$ cat src/core/aux_pin_pkg.sv
// Package for the auxiliary pin control block.
// Assumes a single 250 MHz clock and a simple strobe register port.
package aux_pin_pkg;

	// ==========================================================
	// Sizes
	localparam int NUM_REG  = 11;
	localparam int ADDR_W   = 4;
	localparam int DATA_W   = 32;
	localparam int VCODE_W  = 4;

	// ==========================================================
	// Register offsets (word index on the strobe port)
	localparam logic [ADDR_W-1:0] OFF_GPO_CTRL   = 4'h0;
	localparam logic [ADDR_W-1:0] OFF_GOOD_MEMB  = 4'h1;
	localparam logic [ADDR_W-1:0] OFF_SEC_CTRL   = 4'h2;
	localparam logic [ADDR_W-1:0] OFF_PIN_STATUS = 4'h3;
	localparam logic [ADDR_W-1:0] OFF_SAFE_SEL   = 4'h4;
	localparam logic [ADDR_W-1:0] OFF_SAFE_FLAGS = 4'h5;
	localparam logic [ADDR_W-1:0] OFF_RANDOM     = 4'h6;
	localparam logic [ADDR_W-1:0] OFF_CHECK      = 4'h7;
	localparam logic [ADDR_W-1:0] OFF_REG_LIVE   = 4'h8;
	localparam logic [ADDR_W-1:0] OFF_REG_LATCH  = 4'h9;

	// ==========================================================
	// Field positions
	localparam int B_RUN_LVL   = 0;
	localparam int B_STBY_LVL  = 1;
	localparam int B_VSEL_EN   = 0;
	localparam int B_HW_EN     = 1;
	localparam int B_RUN_EN    = 2;
	localparam int B_STBY_EN   = 3;
	localparam int F_RUN_V_LO  = 4;
	localparam int F_STBY_V_LO = 8;
	localparam int B_SECURE    = 12;
	localparam int B_VSEL_S    = 0;
	localparam int B_EN_S      = 1;
	localparam int B_SAFE_S    = 2;
	localparam int B_GOOD_S    = 3;
	localparam int LIVE_UV_LO  = 16;

	// ==========================================================
	// Voltage codes and reset values
	localparam logic [VCODE_W-1:0] VCODE_3V3 = 4'hF;
	localparam logic [VCODE_W-1:0] VCODE_1V8 = 4'h8;
	localparam logic [DATA_W-1:0]  RST_ZERO  = 32'h0000_0000;
	localparam logic [7:0] RANDOM_SEED = 8'hA5;

	// Safety flags, bit order in the flag register
	typedef struct packed {
		logic hard_fault;
		logic watchdog_counter;
		logic external_watchdog;
		logic soft_fault;
	} safe_flags_t;

	// Fault events from the rest of the chip
	typedef struct packed {
		logic current_limit_fault;
		logic external_watchdog_reset;
		logic watchdog_counter_reset;
		logic fault_timer_expired;
		logic regulator_fault_max;
		logic watchdog_event_max;
		logic power_up_failure;
		logic thermal_shutdown;
	} fault_events_t;

	typedef enum logic [1:0] {
		SEC_IDLE,
		SEC_CLEARED,
		SEC_RANDOM_READ
	} secure_state_t;

endpackage : aux_pin_pkg

$ cat src/core/pmic_aux_pin_control.sv
// Auxiliary pin control: power-good/GPO, secondary regulator select and
// enable, safety output with fault safe state mode fused off.
// Assumes fuse bits stable, state inputs from the chip sequencer on sys_clk,
// and pins that arrive asynchronously.
//
// Function
// [RQ1] Fused mode 0 makes power good a GPO
// [RQ2] GPO in run follows run level bit
// [RQ3] GPO in standby follows standby level bit
// [RQ4] Power-up loads both level bits from fuse
// [RQ5] Fused mode 1 ANDs selected monitors
// [RQ6] Membership bit includes or excludes monitor
// [RQ7] Fault pulls pin low, latch holds
// [RQ8] Disabled regulator excluded from the AND
// [RQ9] Hold low, masked until reset releases
// [RQ10] Select pin picks 3.3 or 1.8 code
// [RQ11] Select disabled uses run voltage field
// [RQ12] Standby always uses standby voltage field
// [RQ13] Status bit mirrors select pin level
// [RQ14] Status bit mirrors enable pin level
// [RQ15] Hardware control gates enable with pin
// [RQ16] Safety output active low, normally high
// [RQ17] Fault safe mode: only selected sources; code clears all flags while fused_safe_state_mode is set
// [RQ18] Secure clear: W1C, random read, check
// [RQ19] Soft faults set sticky flag if selected
// [RQ20] External watchdog reset sets flag if selected
// [RQ21] Counter watchdog reset sets flag if selected
// [RQ22] Hard shutdowns set flag if selected
// [RQ23] Release when flags clear or supply low
`timescale 1ns/1ps

module pmic_aux_pin_control
	import aux_pin_pkg::*;
#(
	parameter int NUM_REGS = NUM_REG
) (
	input  wire logic                sys_clk,
	input  wire logic                rst,
	input  wire logic [ADDR_W-1:0]   reg_addr,
	input  wire logic [DATA_W-1:0]   reg_wdata,
	input  wire logic                reg_wr,
	input  wire logic                reg_rd,
	output logic      [DATA_W-1:0]   reg_rdata,
	input  wire logic                fused_power_good_mode,
	input  wire logic                fused_indicator_sequence_slot,
	input  wire logic                fused_voltage_select_enable,
	input  wire logic                fused_hardware_enable_control,
	input  wire logic                fused_safe_state_mode,
	input  wire logic                run_state,
	input  wire logic                standby_state,
	input  wire logic                power_up_load,
	input  wire logic                processor_reset_ready,
	input  wire logic [NUM_REGS-1:0] regulator_enabled,
	input  wire logic [NUM_REGS-1:0] overvoltage_live_status,
	input  wire logic [NUM_REGS-1:0] undervoltage_live_status,
	input  wire fault_events_t       fault_events,
	input  wire logic                below_input_undervoltage_threshold,
	input  wire logic                voltage_select_pin,
	input  wire logic                secondary_enable_pin,
	output logic                     power_good_pin_o,
	output logic                     power_good_pin_oe,
	output logic                     safety_output_n_o,
	output logic                     safety_output_n_oe,
	output logic [VCODE_W-1:0]       secondary_voltage_code,
	output logic                     secondary_linear_regulator_en,
	output logic                     fault_protection_req
);

	// ==========================================================
	// Pin synchronisers
	logic [1:0] vsel_sync;
	logic [1:0] en_sync;
	logic [1:0] next_vsel_sync;
	logic [1:0] next_en_sync;
	logic       vsel_level;
	logic       en_level;

	always_comb begin
		next_vsel_sync = {vsel_sync[0], voltage_select_pin};
		next_en_sync   = {en_sync[0], secondary_enable_pin};
	end

	always_ff @(posedge sys_clk) begin
		if (rst) begin
			vsel_sync <= 2'b00;
			en_sync   <= 2'b00;
		end else begin
			vsel_sync <= next_vsel_sync;
			en_sync   <= next_en_sync;
		end
	end

	assign vsel_level = vsel_sync[1];
	assign en_level   = en_sync[1];

	// ==========================================================
	// Control registers
	logic                run_output_level;
	logic                standby_output_level;
	logic [NUM_REGS-1:0] good_member_enable;
	logic                voltage_select_enable;
	logic                hardware_enable_control;
	logic                secondary_run_enable;
	logic                secondary_standby_enable;
	logic [VCODE_W-1:0]  run_vfield;
	logic [VCODE_W-1:0]  stby_vfield;
	logic                secure_write_enable;
	safe_flags_t         safe_select;
	logic                next_run_output_level;
	logic                next_standby_output_level;
	logic [NUM_REGS-1:0] next_good_member_enable;
	logic                next_voltage_select_enable;
	logic                next_hardware_enable_control;
	logic                next_secondary_run_enable;
	logic                next_secondary_standby_enable;
	logic [VCODE_W-1:0]  next_run_vfield;
	logic [VCODE_W-1:0]  next_stby_vfield;
	logic                next_secure_write_enable;
	safe_flags_t         next_safe_select;
	logic                fuse_load_done;
	logic                next_fuse_load_done;

	always_comb begin
		next_run_output_level         = run_output_level;
		next_standby_output_level     = standby_output_level;
		next_good_member_enable       = good_member_enable;
		next_voltage_select_enable    = voltage_select_enable;
		next_hardware_enable_control  = hardware_enable_control;
		next_secondary_run_enable     = secondary_run_enable;
		next_secondary_standby_enable = secondary_standby_enable;
		next_run_vfield               = run_vfield;
		next_stby_vfield              = stby_vfield;
		next_secure_write_enable      = secure_write_enable;
		next_safe_select              = safe_select;
		next_fuse_load_done           = 1'b1;
		// Fuse defaults caught once after reset release
		if (!fuse_load_done) begin
			next_voltage_select_enable   = fused_voltage_select_enable;
			next_hardware_enable_control = fused_hardware_enable_control;
		end
		if (power_up_load) begin
			next_run_output_level     = fused_indicator_sequence_slot; // [RQ4]
			next_standby_output_level = fused_indicator_sequence_slot; // [RQ4]
		end else if (reg_wr && reg_addr == OFF_GPO_CTRL) begin
			next_run_output_level     = reg_wdata[B_RUN_LVL];
			next_standby_output_level = reg_wdata[B_STBY_LVL];
		end
		if (reg_wr && reg_addr == OFF_GOOD_MEMB)
			next_good_member_enable = reg_wdata[NUM_REGS-1:0];
		if (reg_wr && reg_addr == OFF_SEC_CTRL) begin
			next_voltage_select_enable    = reg_wdata[B_VSEL_EN];
			next_hardware_enable_control  = reg_wdata[B_HW_EN];
			next_secondary_run_enable     = reg_wdata[B_RUN_EN];
			next_secondary_standby_enable = reg_wdata[B_STBY_EN];
			next_run_vfield  = reg_wdata[F_RUN_V_LO +: VCODE_W];
			next_stby_vfield = reg_wdata[F_STBY_V_LO +: VCODE_W];
			next_secure_write_enable      = reg_wdata[B_SECURE];
		end
		if (reg_wr && reg_addr == OFF_SAFE_SEL)
			next_safe_select = safe_flags_t'(reg_wdata[3:0]);
	end

	always_ff @(posedge sys_clk) begin
		if (rst) begin
			run_output_level         <= 1'b0;
			standby_output_level     <= 1'b0;
			good_member_enable       <= '0;
			voltage_select_enable    <= 1'b0;
			hardware_enable_control  <= 1'b0;
			secondary_run_enable     <= 1'b0;
			secondary_standby_enable <= 1'b0;
			run_vfield               <= '0;
			stby_vfield              <= '0;
			secure_write_enable      <= 1'b0;
			safe_select              <= '0;
			fuse_load_done           <= 1'b0;
		end else begin
			run_output_level         <= next_run_output_level;
			standby_output_level     <= next_standby_output_level;
			good_member_enable       <= next_good_member_enable;
			voltage_select_enable    <= next_voltage_select_enable;
			hardware_enable_control  <= next_hardware_enable_control;
			secondary_run_enable     <= next_secondary_run_enable;
			secondary_standby_enable <= next_secondary_standby_enable;
			run_vfield               <= next_run_vfield;
			stby_vfield              <= next_stby_vfield;
			secure_write_enable      <= next_secure_write_enable;
			safe_select              <= next_safe_select;
			fuse_load_done           <= next_fuse_load_done;
		end
	end

	// ==========================================================
	// Power good monitors
	logic [NUM_REGS-1:0] member_ok;
	logic [NUM_REGS-1:0] reg_latch;
	logic [NUM_REGS-1:0] next_reg_latch;
	logic                all_good;
	logic                unmasked;
	logic                next_unmasked;
	logic                good_level;
	logic                next_good_level;
	logic                next_protect;

	genvar gi;
	generate
		for (gi = 0; gi < NUM_REGS; gi++) begin : g_mon
			// Excluded unless member and enabled
			assign member_ok[gi] = !(good_member_enable[gi] // [RQ6]
				&& regulator_enabled[gi] // [RQ8]
				&& (overvoltage_live_status[gi]
				|| undervoltage_live_status[gi]));
		end
	endgenerate

	assign all_good = &member_ok; // [RQ5]

	always_comb begin
		next_reg_latch = reg_latch;
		if (reg_wr && reg_addr == OFF_REG_LATCH)
			next_reg_latch = reg_latch & ~reg_wdata[NUM_REGS-1:0];
		// Set beats a clear in the same cycle
		next_reg_latch = next_reg_latch | ~member_ok; // [RQ7]
		next_unmasked  = unmasked;
		next_protect   = 1'b0;
		if (!run_state && !standby_state)
			next_unmasked = 1'b0; // [RQ9]
		else if (processor_reset_ready && !unmasked) begin
			next_unmasked = 1'b1; // [RQ9]
			next_protect  = !all_good; // [RQ9]
		end
		if (!fused_power_good_mode) begin // [RQ1]
			if (standby_state)
				next_good_level = standby_output_level; // [RQ3]
			else if (run_state)
				next_good_level = run_output_level; // [RQ2]
			else
				next_good_level = 1'b0;
		end else
			next_good_level = next_unmasked && all_good; // [RQ5] [RQ7]
	end

	always_ff @(posedge sys_clk) begin
		if (rst) begin
			reg_latch            <= '0;
			unmasked             <= 1'b0;
			good_level           <= 1'b0;
			fault_protection_req <= 1'b0;
		end else begin
			reg_latch            <= next_reg_latch;
			unmasked             <= next_unmasked;
			good_level           <= next_good_level;
			fault_protection_req <= next_protect;
		end
	end

	// Open drain: drive only the low level
	assign power_good_pin_o  = 1'b0;
	assign power_good_pin_oe = !good_level;

	// ==========================================================
	// Secondary regulator select and enable
	logic [VCODE_W-1:0] next_vcode;
	logic               next_sec_en;

	always_comb begin
		if (standby_state) begin
			next_vcode = stby_vfield; // [RQ12]
			next_sec_en = secondary_standby_enable;
		end else begin
			if (voltage_select_enable)
				next_vcode = vsel_level ? VCODE_1V8 : VCODE_3V3; // [RQ10]
			else
				next_vcode = run_vfield; // [RQ11]
			next_sec_en = secondary_run_enable;
		end
		if (hardware_enable_control)
			next_sec_en = next_sec_en && en_level; // [RQ15]
	end

	always_ff @(posedge sys_clk) begin
		if (rst) begin
			secondary_voltage_code        <= '0;
			secondary_linear_regulator_en <= 1'b0;
		end else begin
			secondary_voltage_code        <= next_vcode;
			secondary_linear_regulator_en <= next_sec_en;
		end
	end

	// ==========================================================
	// Safety output flags and secure clear
	safe_flags_t   flags;
	safe_flags_t   next_flags;
	safe_flags_t   pending_clear;
	safe_flags_t   next_pending_clear;
	safe_flags_t   events;
	secure_state_t sec_state;
	secure_state_t next_sec_state;
	logic [7:0]    random_value;
	logic [7:0]    next_random_value;
	logic          soft_event;
	logic          hard_event;
	logic          next_safe_asserted;
	logic          safe_asserted;

	assign soft_event = (|overvoltage_live_status)
		|| (|undervoltage_live_status)
		|| fault_events.current_limit_fault;
	assign hard_event = fault_events.fault_timer_expired
		|| fault_events.regulator_fault_max
		|| fault_events.watchdog_event_max
		|| fault_events.power_up_failure
		|| fault_events.thermal_shutdown;

	always_comb begin
		events.soft_fault        = safe_select.soft_fault
			&& soft_event; // [RQ19]
		events.external_watchdog = safe_select.external_watchdog
			&& fault_events.external_watchdog_reset; // [RQ20]
		events.watchdog_counter  = safe_select.watchdog_counter
			&& fault_events.watchdog_counter_reset; // [RQ21]
		events.hard_fault        = safe_select.hard_fault
			&& hard_event; // [RQ22]
		next_flags         = flags;
		next_pending_clear = pending_clear;
		next_sec_state     = sec_state;
		next_random_value  = {random_value[6:0],
			random_value[7] ^ random_value[5]};
		if (reg_wr && reg_addr == OFF_SAFE_FLAGS) begin
			if (!secure_write_enable)
				next_flags = flags & ~safe_flags_t'(reg_wdata[3:0]);
			else begin
				next_pending_clear = safe_flags_t'(reg_wdata[3:0]); // [RQ18]
				next_sec_state     = SEC_CLEARED;
			end
		end else if (reg_rd && reg_addr == OFF_RANDOM) begin
			next_sec_state = (sec_state == SEC_CLEARED)
				? SEC_RANDOM_READ : SEC_IDLE; // [RQ18]
		end else if (reg_wr && reg_addr == OFF_CHECK) begin
			if (sec_state == SEC_RANDOM_READ
				&& reg_wdata[7:0] == random_value)
				next_flags = flags & ~pending_clear; // [RQ18]
			next_sec_state = SEC_IDLE;
		end else if (reg_wr || reg_rd)
			next_sec_state = SEC_IDLE;
		// Frozen from the read edge on, so the check sees what was read
		if (next_sec_state == SEC_RANDOM_READ)
			next_random_value = random_value;
		if (fused_safe_state_mode)
			next_flags = '0;
		else
			next_flags = next_flags | events; // [RQ17]
		next_safe_asserted = (|next_flags)
			&& !below_input_undervoltage_threshold; // [RQ23]
	end

	always_ff @(posedge sys_clk) begin
		if (rst) begin
			flags         <= '0;
			pending_clear <= '0;
			sec_state     <= SEC_IDLE;
			random_value  <= RANDOM_SEED;
			safe_asserted <= 1'b0;
		end else begin
			flags         <= next_flags;
			pending_clear <= next_pending_clear;
			sec_state     <= next_sec_state;
			random_value  <= next_random_value;
			safe_asserted <= next_safe_asserted;
		end
	end

	assign safety_output_n_o  = 1'b0; // [RQ16]
	assign safety_output_n_oe = safe_asserted; // [RQ16]

	// ==========================================================
	// Read port
	logic [DATA_W-1:0] next_rdata;

	always_comb begin
		next_rdata = RST_ZERO;
		if (reg_rd) begin
			unique case (reg_addr)
				OFF_GPO_CTRL: begin
					next_rdata[B_RUN_LVL]  = run_output_level;
					next_rdata[B_STBY_LVL] = standby_output_level;
				end
				OFF_GOOD_MEMB:  next_rdata[NUM_REGS-1:0] = good_member_enable;
				OFF_SEC_CTRL: begin
					next_rdata[B_VSEL_EN] = voltage_select_enable;
					next_rdata[B_HW_EN]   = hardware_enable_control;
					next_rdata[B_RUN_EN]  = secondary_run_enable;
					next_rdata[B_STBY_EN] = secondary_standby_enable;
					next_rdata[F_RUN_V_LO +: VCODE_W]  = run_vfield;
					next_rdata[F_STBY_V_LO +: VCODE_W] = stby_vfield;
					next_rdata[B_SECURE]  = secure_write_enable;
				end
				OFF_PIN_STATUS: begin
					next_rdata[B_VSEL_S] = vsel_level; // [RQ13]
					next_rdata[B_EN_S]   = en_level; // [RQ14]
					next_rdata[B_SAFE_S] = safe_asserted;
					next_rdata[B_GOOD_S] = good_level;
				end
				OFF_SAFE_SEL:   next_rdata[3:0] = safe_select;
				OFF_SAFE_FLAGS: next_rdata[3:0] = flags;
				OFF_RANDOM:     next_rdata[7:0] = random_value;
				OFF_REG_LIVE: begin
					next_rdata[NUM_REGS-1:0] = overvoltage_live_status;
					next_rdata[LIVE_UV_LO +: NUM_REGS] =
						undervoltage_live_status;
				end
				OFF_REG_LATCH:  next_rdata[NUM_REGS-1:0] = reg_latch;
				default:        next_rdata = RST_ZERO;
			endcase
		end
	end

	always_ff @(posedge sys_clk) begin
		if (rst)
			reg_rdata <= RST_ZERO;
		else
			reg_rdata <= next_rdata;
	end

	// ==========================================================
	// Checks
	a_gpo_run_level: assert property (@(posedge sys_clk) disable iff (rst) // [RQ2]
		!fused_power_good_mode && run_state && !standby_state
		|=> good_level == $past(run_output_level))
		else $error("GPO run level wrong");
	a_gpo_stby_level: assert property (@(posedge sys_clk) disable iff (rst) // [RQ3]
		!fused_power_good_mode && standby_state
		|=> good_level == $past(standby_output_level))
		else $error("GPO standby level wrong");
	a_pg_fault_low: assert property (@(posedge sys_clk) disable iff (rst) // [RQ7]
		fused_power_good_mode && !all_good |=> !good_level)
		else $error("Power good high during fault");
	a_pg_latch_hold: assert property (@(posedge sys_clk) disable iff (rst) // [RQ7]
		!member_ok[0] |=> reg_latch[0])
		else $error("Regulator fault not latched");
	a_vsel_code: assert property (@(posedge sys_clk) disable iff (rst) // [RQ10]
		voltage_select_enable && !standby_state
		|=> secondary_voltage_code
			== ($past(vsel_level) ? VCODE_1V8 : VCODE_3V3))
		else $error("Select code wrong");
	a_stby_code: assert property (@(posedge sys_clk) disable iff (rst) // [RQ12]
		standby_state |=> secondary_voltage_code == $past(stby_vfield))
		else $error("Standby code wrong");
	a_hw_enable: assert property (@(posedge sys_clk) disable iff (rst) // [RQ15]
		hardware_enable_control && !en_level |=> !secondary_linear_regulator_en)
		else $error("Regulator on with pin low");
	a_soft_flag: assert property (@(posedge sys_clk) disable iff (rst) // [RQ19]
		!fused_safe_state_mode && events.soft_fault
		|=> flags.soft_fault ##1 (flags.soft_fault || $past(reg_wr)))
		else $error("Soft fault flag not sticky");
	a_hard_flag: assert property (@(posedge sys_clk) disable iff (rst) // [RQ22]
		!fused_safe_state_mode && events.hard_fault
		&& !below_input_undervoltage_threshold |=> safety_output_n_oe)
		else $error("Hard fault did not assert output");
	a_release_clear: assert property (@(posedge sys_clk) disable iff (rst) // [RQ23]
		flags == '0 |-> !safety_output_n_oe)
		else $error("Safety output held with no flag");
	a_secure_order: assert property (@(posedge sys_clk) disable iff (rst) // [RQ18]
		secure_write_enable && sec_state != SEC_RANDOM_READ
		&& !fused_safe_state_mode |=> flags == ($past(flags) | $past(events)))
		else $error("Flag cleared outside secure order");

endmodule : pmic_aux_pin_control

$ cat config.mk
export PLATFORM = sky130hd
export DESIGN_NAME = pmic_aux_pin_control
export DESIGN_NICKNAME = d
export VERILOG_FILES = /design/src/core/aux_pin_pkg.sv /design/src/core/pmic_aux_pin_control.sv
export SDC_FILE = /design/constraint.sdc
export NUM_CORES = 1
export LEC_CHECK = 0
export BUFFER_PORTS_ARGS = -buffer_cell sky130_fd_sc_hd__buf_4
export CAP_MARGIN = 15
export CORE_MARGIN = 8
export CORE_UTILIZATION = 38
export DETAILED_ROUTE_END_ITERATION = 8
export HOLD_SLACK_MARGIN = 0.15
export PLACE_DENSITY = 0.64
export SYNTH_ARGS = -nofsm -noshare
export SYNTH_HDL_FRONTEND = slang
export SYNTH_SLANG_ARGS = --single-unit
$ cat constraint.sdc
create_clock -name sys_clk -period 1.45 [get_ports sys_clk]
set_input_delay 0 -clock sys_clk [delete_from_list [all_inputs] [get_ports sys_clk]]
set_output_delay 0 -clock sys_clk [all_outputs]
set_load 0.02 [all_outputs]
==> parameters.txt <==
Parameter                              Value

Clock network
  Total number of H-tree levels ... 3
  Clock sink count ... between 90 and 100
  Maximum number of buffers from clock root to sink ... 2
  Insertion delay to the later sink of the worst-skew pair ... 0.37 ns
  CTS tree ... built
  Clock transition time at the flip-flop clock pins of the worst setup and hold paths ... roughly 0.090 ns
  Clock tree root driver cell ... clkbuf_8
  Cts bufs inserted ... 9

STA
  Setup repair after global routing missed its margin ... yes
  # setup viols final ... 5
  Minimum period implied by the final worst setup slack ... 1.72 ns
  Count of final hold-check violations ... 0
  Least-Margin Pin Slew ... between 0.7 and 0.8 ns
  Post-route worst setup slack ... -0.273 ns
  Worst-case clock skew ... around 0.0094 ns
  Final worst path period share ... 119%
  Slew headroom ... 53.2%
  Smallest hold slack ... roughly 0.17 ns
  Max-slew violation total from the final report ... 0
  Maximum clock rate ... around 0.58 GHz

Layout
  Net count of the finished layout ... 806
  Filler Cells Inserted ... roughly 980
  Synth-to-Final Area Change ... 52.7%
  Number of standard cells in the layout, taps in and fillers out ... approximately 860
  Most common library cell in the layout ignoring fill and taps ... buf_4
  Most frequent cells in the layout ... 144 x buf_4, 95 x dfxtp_1, 79 x nand2_1, 72 x dlygate4sd3_1, 58 x a21oi_1
  Share of cells above drive strength 1 ... between 20% and 30%
  Ant. Diodes ... 0

Drt
  Final routed DRC violation total ... 0
  Via count ... roughly 4700
  Routed length per placed instance ... 18.8 um
  Count of TritonRoute iterations in the first routing pass ... 5
  Post-detailed-route count of antenna-violating nets ... 0
  Total Routed Length ... approximately 16000 um
  Vias per std cell ... 5.43
  Iteration-0 DRC count of the detailed router ... 431

Synthesis
  Post-synth top area cell ... dfxtp_1
  Sequential area share after synthesis ... 46.1%
  Number of enable flip-flop cells after synthesis ... 0
  Main synth FF type ... dfxtp_1
  Number of different library cells in the post-synthesis netlist ... 51
  Share of flip-flops with an asynchronous set or reset after synthesis ... 0%
  Top area cells in the synthesized netlist ... dfxtp_1 46%, nand2_1 7.0%, a21oi_1 6.9%
  Average footprint of a synthesized cell ... ~8.3 um2
  Count of synthesis-stage warnings from yosys ... 0
  Cell count after synthesis ... 508
  Fraction of synthesized cell area taken by the top area cell type ... between 40% and 50%
  Register bit total from synthesis ... 97
  Area of the mapped netlist ... 0.00421 mm2

Min path
  Path type of the worst min-delay path ... primary input to register
  Worst hold path cell count ... 4
  Startpoint of the lowest-slack hold path ... overvoltage_live_status[0]
  Hold path endpoint ... reg_rdata[0]

Outcome
  Failing checks ... negative setup slack
  Status ... finished with violations

Worst setup path
  Cells on worst reg2reg path ... 7
  Arrival time worst endpoint ... approximately 2.0 ns
  Launch instance of the worst register-to-register path ... random_value[3]
  Worst reg2reg setup slack ... -0.27 ns
  Critical path data required time ... 1.70 ns
  Highest net fanout along the worst path ... 3
  Startpoint-to-endpoint class of the critical path ... register to register
  Capturing element type of the critical path ... register
  CP startpoint kind ... register
  RR Endpoint ... safety_output_n_oe

Placement
  # port buffers ... approximately 110
  Count of placed standard cells including taps ... 773
  Global placer's final weighted congestion ... about 0.94
  HPWL reported at the end of detailed placement ... roughly 11000 um

Die
  Number of placed I/O pins ... approximately 140
  Die Width ... about 120 um
  Area of the core ... roughly 0.011 mm2
  Height of the chip ... between 100 and 150 um
  Row Count ... 38
  Initial standard-cell utilization of the core ... 38.9%
  DIE AREA ... approximately 0.015 mm2

GRT
  Largest net degree at the start of global routing ... 66
  Residual overflow from global routing ... 0
  Initial antenna violation count ... 0
  Number of global-route vias before repair ... around 4700
  Global router's overall resource usage ... 22.0%
  First-pass GRT wire length ... ~25000 um

Power and ir drop
  Reported leakage power ... between 0.002 and 0.003 uW
  P per Cell Area ... 812 mW/mm2
  Worst ir drop on vdd ... ~0.00038 V

Flow run
  Max-cap violations ... 0
-- worst max path at each step --
stage	startpoint	to	slack [ns]	cells past startpoint
after CTS	random_value[4]	safety_output_n_oe	-0.25	7
final	random_value[3]	safety_output_n_oe	-0.27	7
after detailed placement	random_value[3]	safety_output_n_oe	-0.34	6
after global routing	random_value[3]	safety_output_n_oe	-0.35	7
after global placement	random_value[3]	safety_output_n_oe	-0.17	6
after floorplan	random_value[3]	safety_output_n_oe	-0.03	6
-- Yosys cell counts (4+ instances only) --
| library cell | n |
|---|---|
| a21oi_1 | 58 |
| a22oi_1 | 22 |
| a31oi_1 | 9 |
| and3_1 | 13 |
| buf_1 | 5 |
| buf_2 | 5 |
| buf_4 | 11 |
| clkbuf_1 | 18 |
| dfxtp_1 | 97 |
| inv_1 | 7 |
| mux2i_1 | 12 |
| nand2_1 | 79 |
| nand3_1 | 18 |
| nand4_1 | 5 |
| nor2_1 | 48 |
| nor2b_1 | 9 |
| nor3_1 | 7 |
| nor4_1 | 6 |
| o211ai_1 | 12 |
| o21ai_0 | 12 |
| xnor2_1 | 4 |
| xor2_1 | 6 |
-- kinds of logic after synthesis --
| group | after synthesis | synth area share, % |
|---|---|---|
| simple gates | 206 | 23.3 |
| compound gates | 134 | 19.8 |
| flops | 97 | 46.1 |
| buf+inv | 47 | 5.32 |
| mux | 13 | 3.39 |
| xor+xnor | 10 | 2.08 |
| other cells | 1 | 0.0890 |
-- routing by layer --
| metal | routed length [um] | share of wire, % | vias to the layer above | global-route usage [%] |
|---|---|---|---|---|
| li1 | - | - | 2181 | - |
| met1 | 6590 | 41 | 2205 | 26.5 |
| met2 | 7760 | 48 | 225 | 36.4 |
| met3 | 1290 | 8.0 | 41 | 5.40 |
| met4 | 501 | 3.1 | 0 | 9.48 |
| met5 | 0 | 0 | - | 0 |
-- worst max-delay path, stage by stage, from the launching register on --
cell and delay (ns):
dfxtp_2 0.33, xor2_1 0.15, nor4_2 0.31, nand4_1 0.15
buf_6 0.17, o31ai_4 0.22, a21o_1 0.18, a41oi_2 0.09
-- registers in the layout, summed over array words and instances, names as in the netlist, 2 cells and up --
| signal | count |
|---|---|
| en_sync | 2 |
| flags | 4 |
| good_member_enable | 11 |
| pending_clear | 4 |
| random_value | 8 |
| reg_latch | 11 |
| reg_rdata | 24 |
| run_vfield | 4 |
| safe_select | 4 |
| sec_state | 2 |
| secondary_voltage_code | 4 |
| stby_vfield | 4 |
| vsel_sync | 2 |
-- through the flow --
step / power [uW] / TNS [ns] / worst slack [ns] / instance area (um2) / utilization (%)
finish: 5220 / -1.05 / -0.273 / 6430 / 59.3
global route: 5430 / -1.47 / -0.348 / 6430 / 59.3
detailed placement: 3490 / -4.66 / -0.338 / 5440 / 50.2
global placement: 3480 / -3.71 / -0.172 / 5440 / 50.2
floorplan: 3110 / -0.0330 / -0.0330 / 4250 / -
CTS: 5240 / -1.39 / -0.248 / 6390 / 59.0
-- layout make-up --
cell class	count	area (um2)	share of cell area, %
multi-input cells	373	2180	34.0
flip-flops and latches	97	1940	30.2
repair buffers	224	1930	30.0
well taps	140	175	2.72
clock buffers	12	155	2.41
inverters	8	30.0	0.467
clock inverters	2	15.0	0.233
-- what timing repair did --
item,4_1_cts,5_1_grt
gates resized for setup,8,16
pin swaps,4,15
endpoints found under the hold margin,81,1
endpoints found under the setup margin,5,17
setup buffers,1,2
hold buffers,73,1
-- power by group --
part / internal, uW / switching, uW
registers: 2720 / 43.1
logic: 424 / 412
clock network: 701 / 928
total: 3840 / 1380
Note: power is estimated with default switching activity, not from simulation.
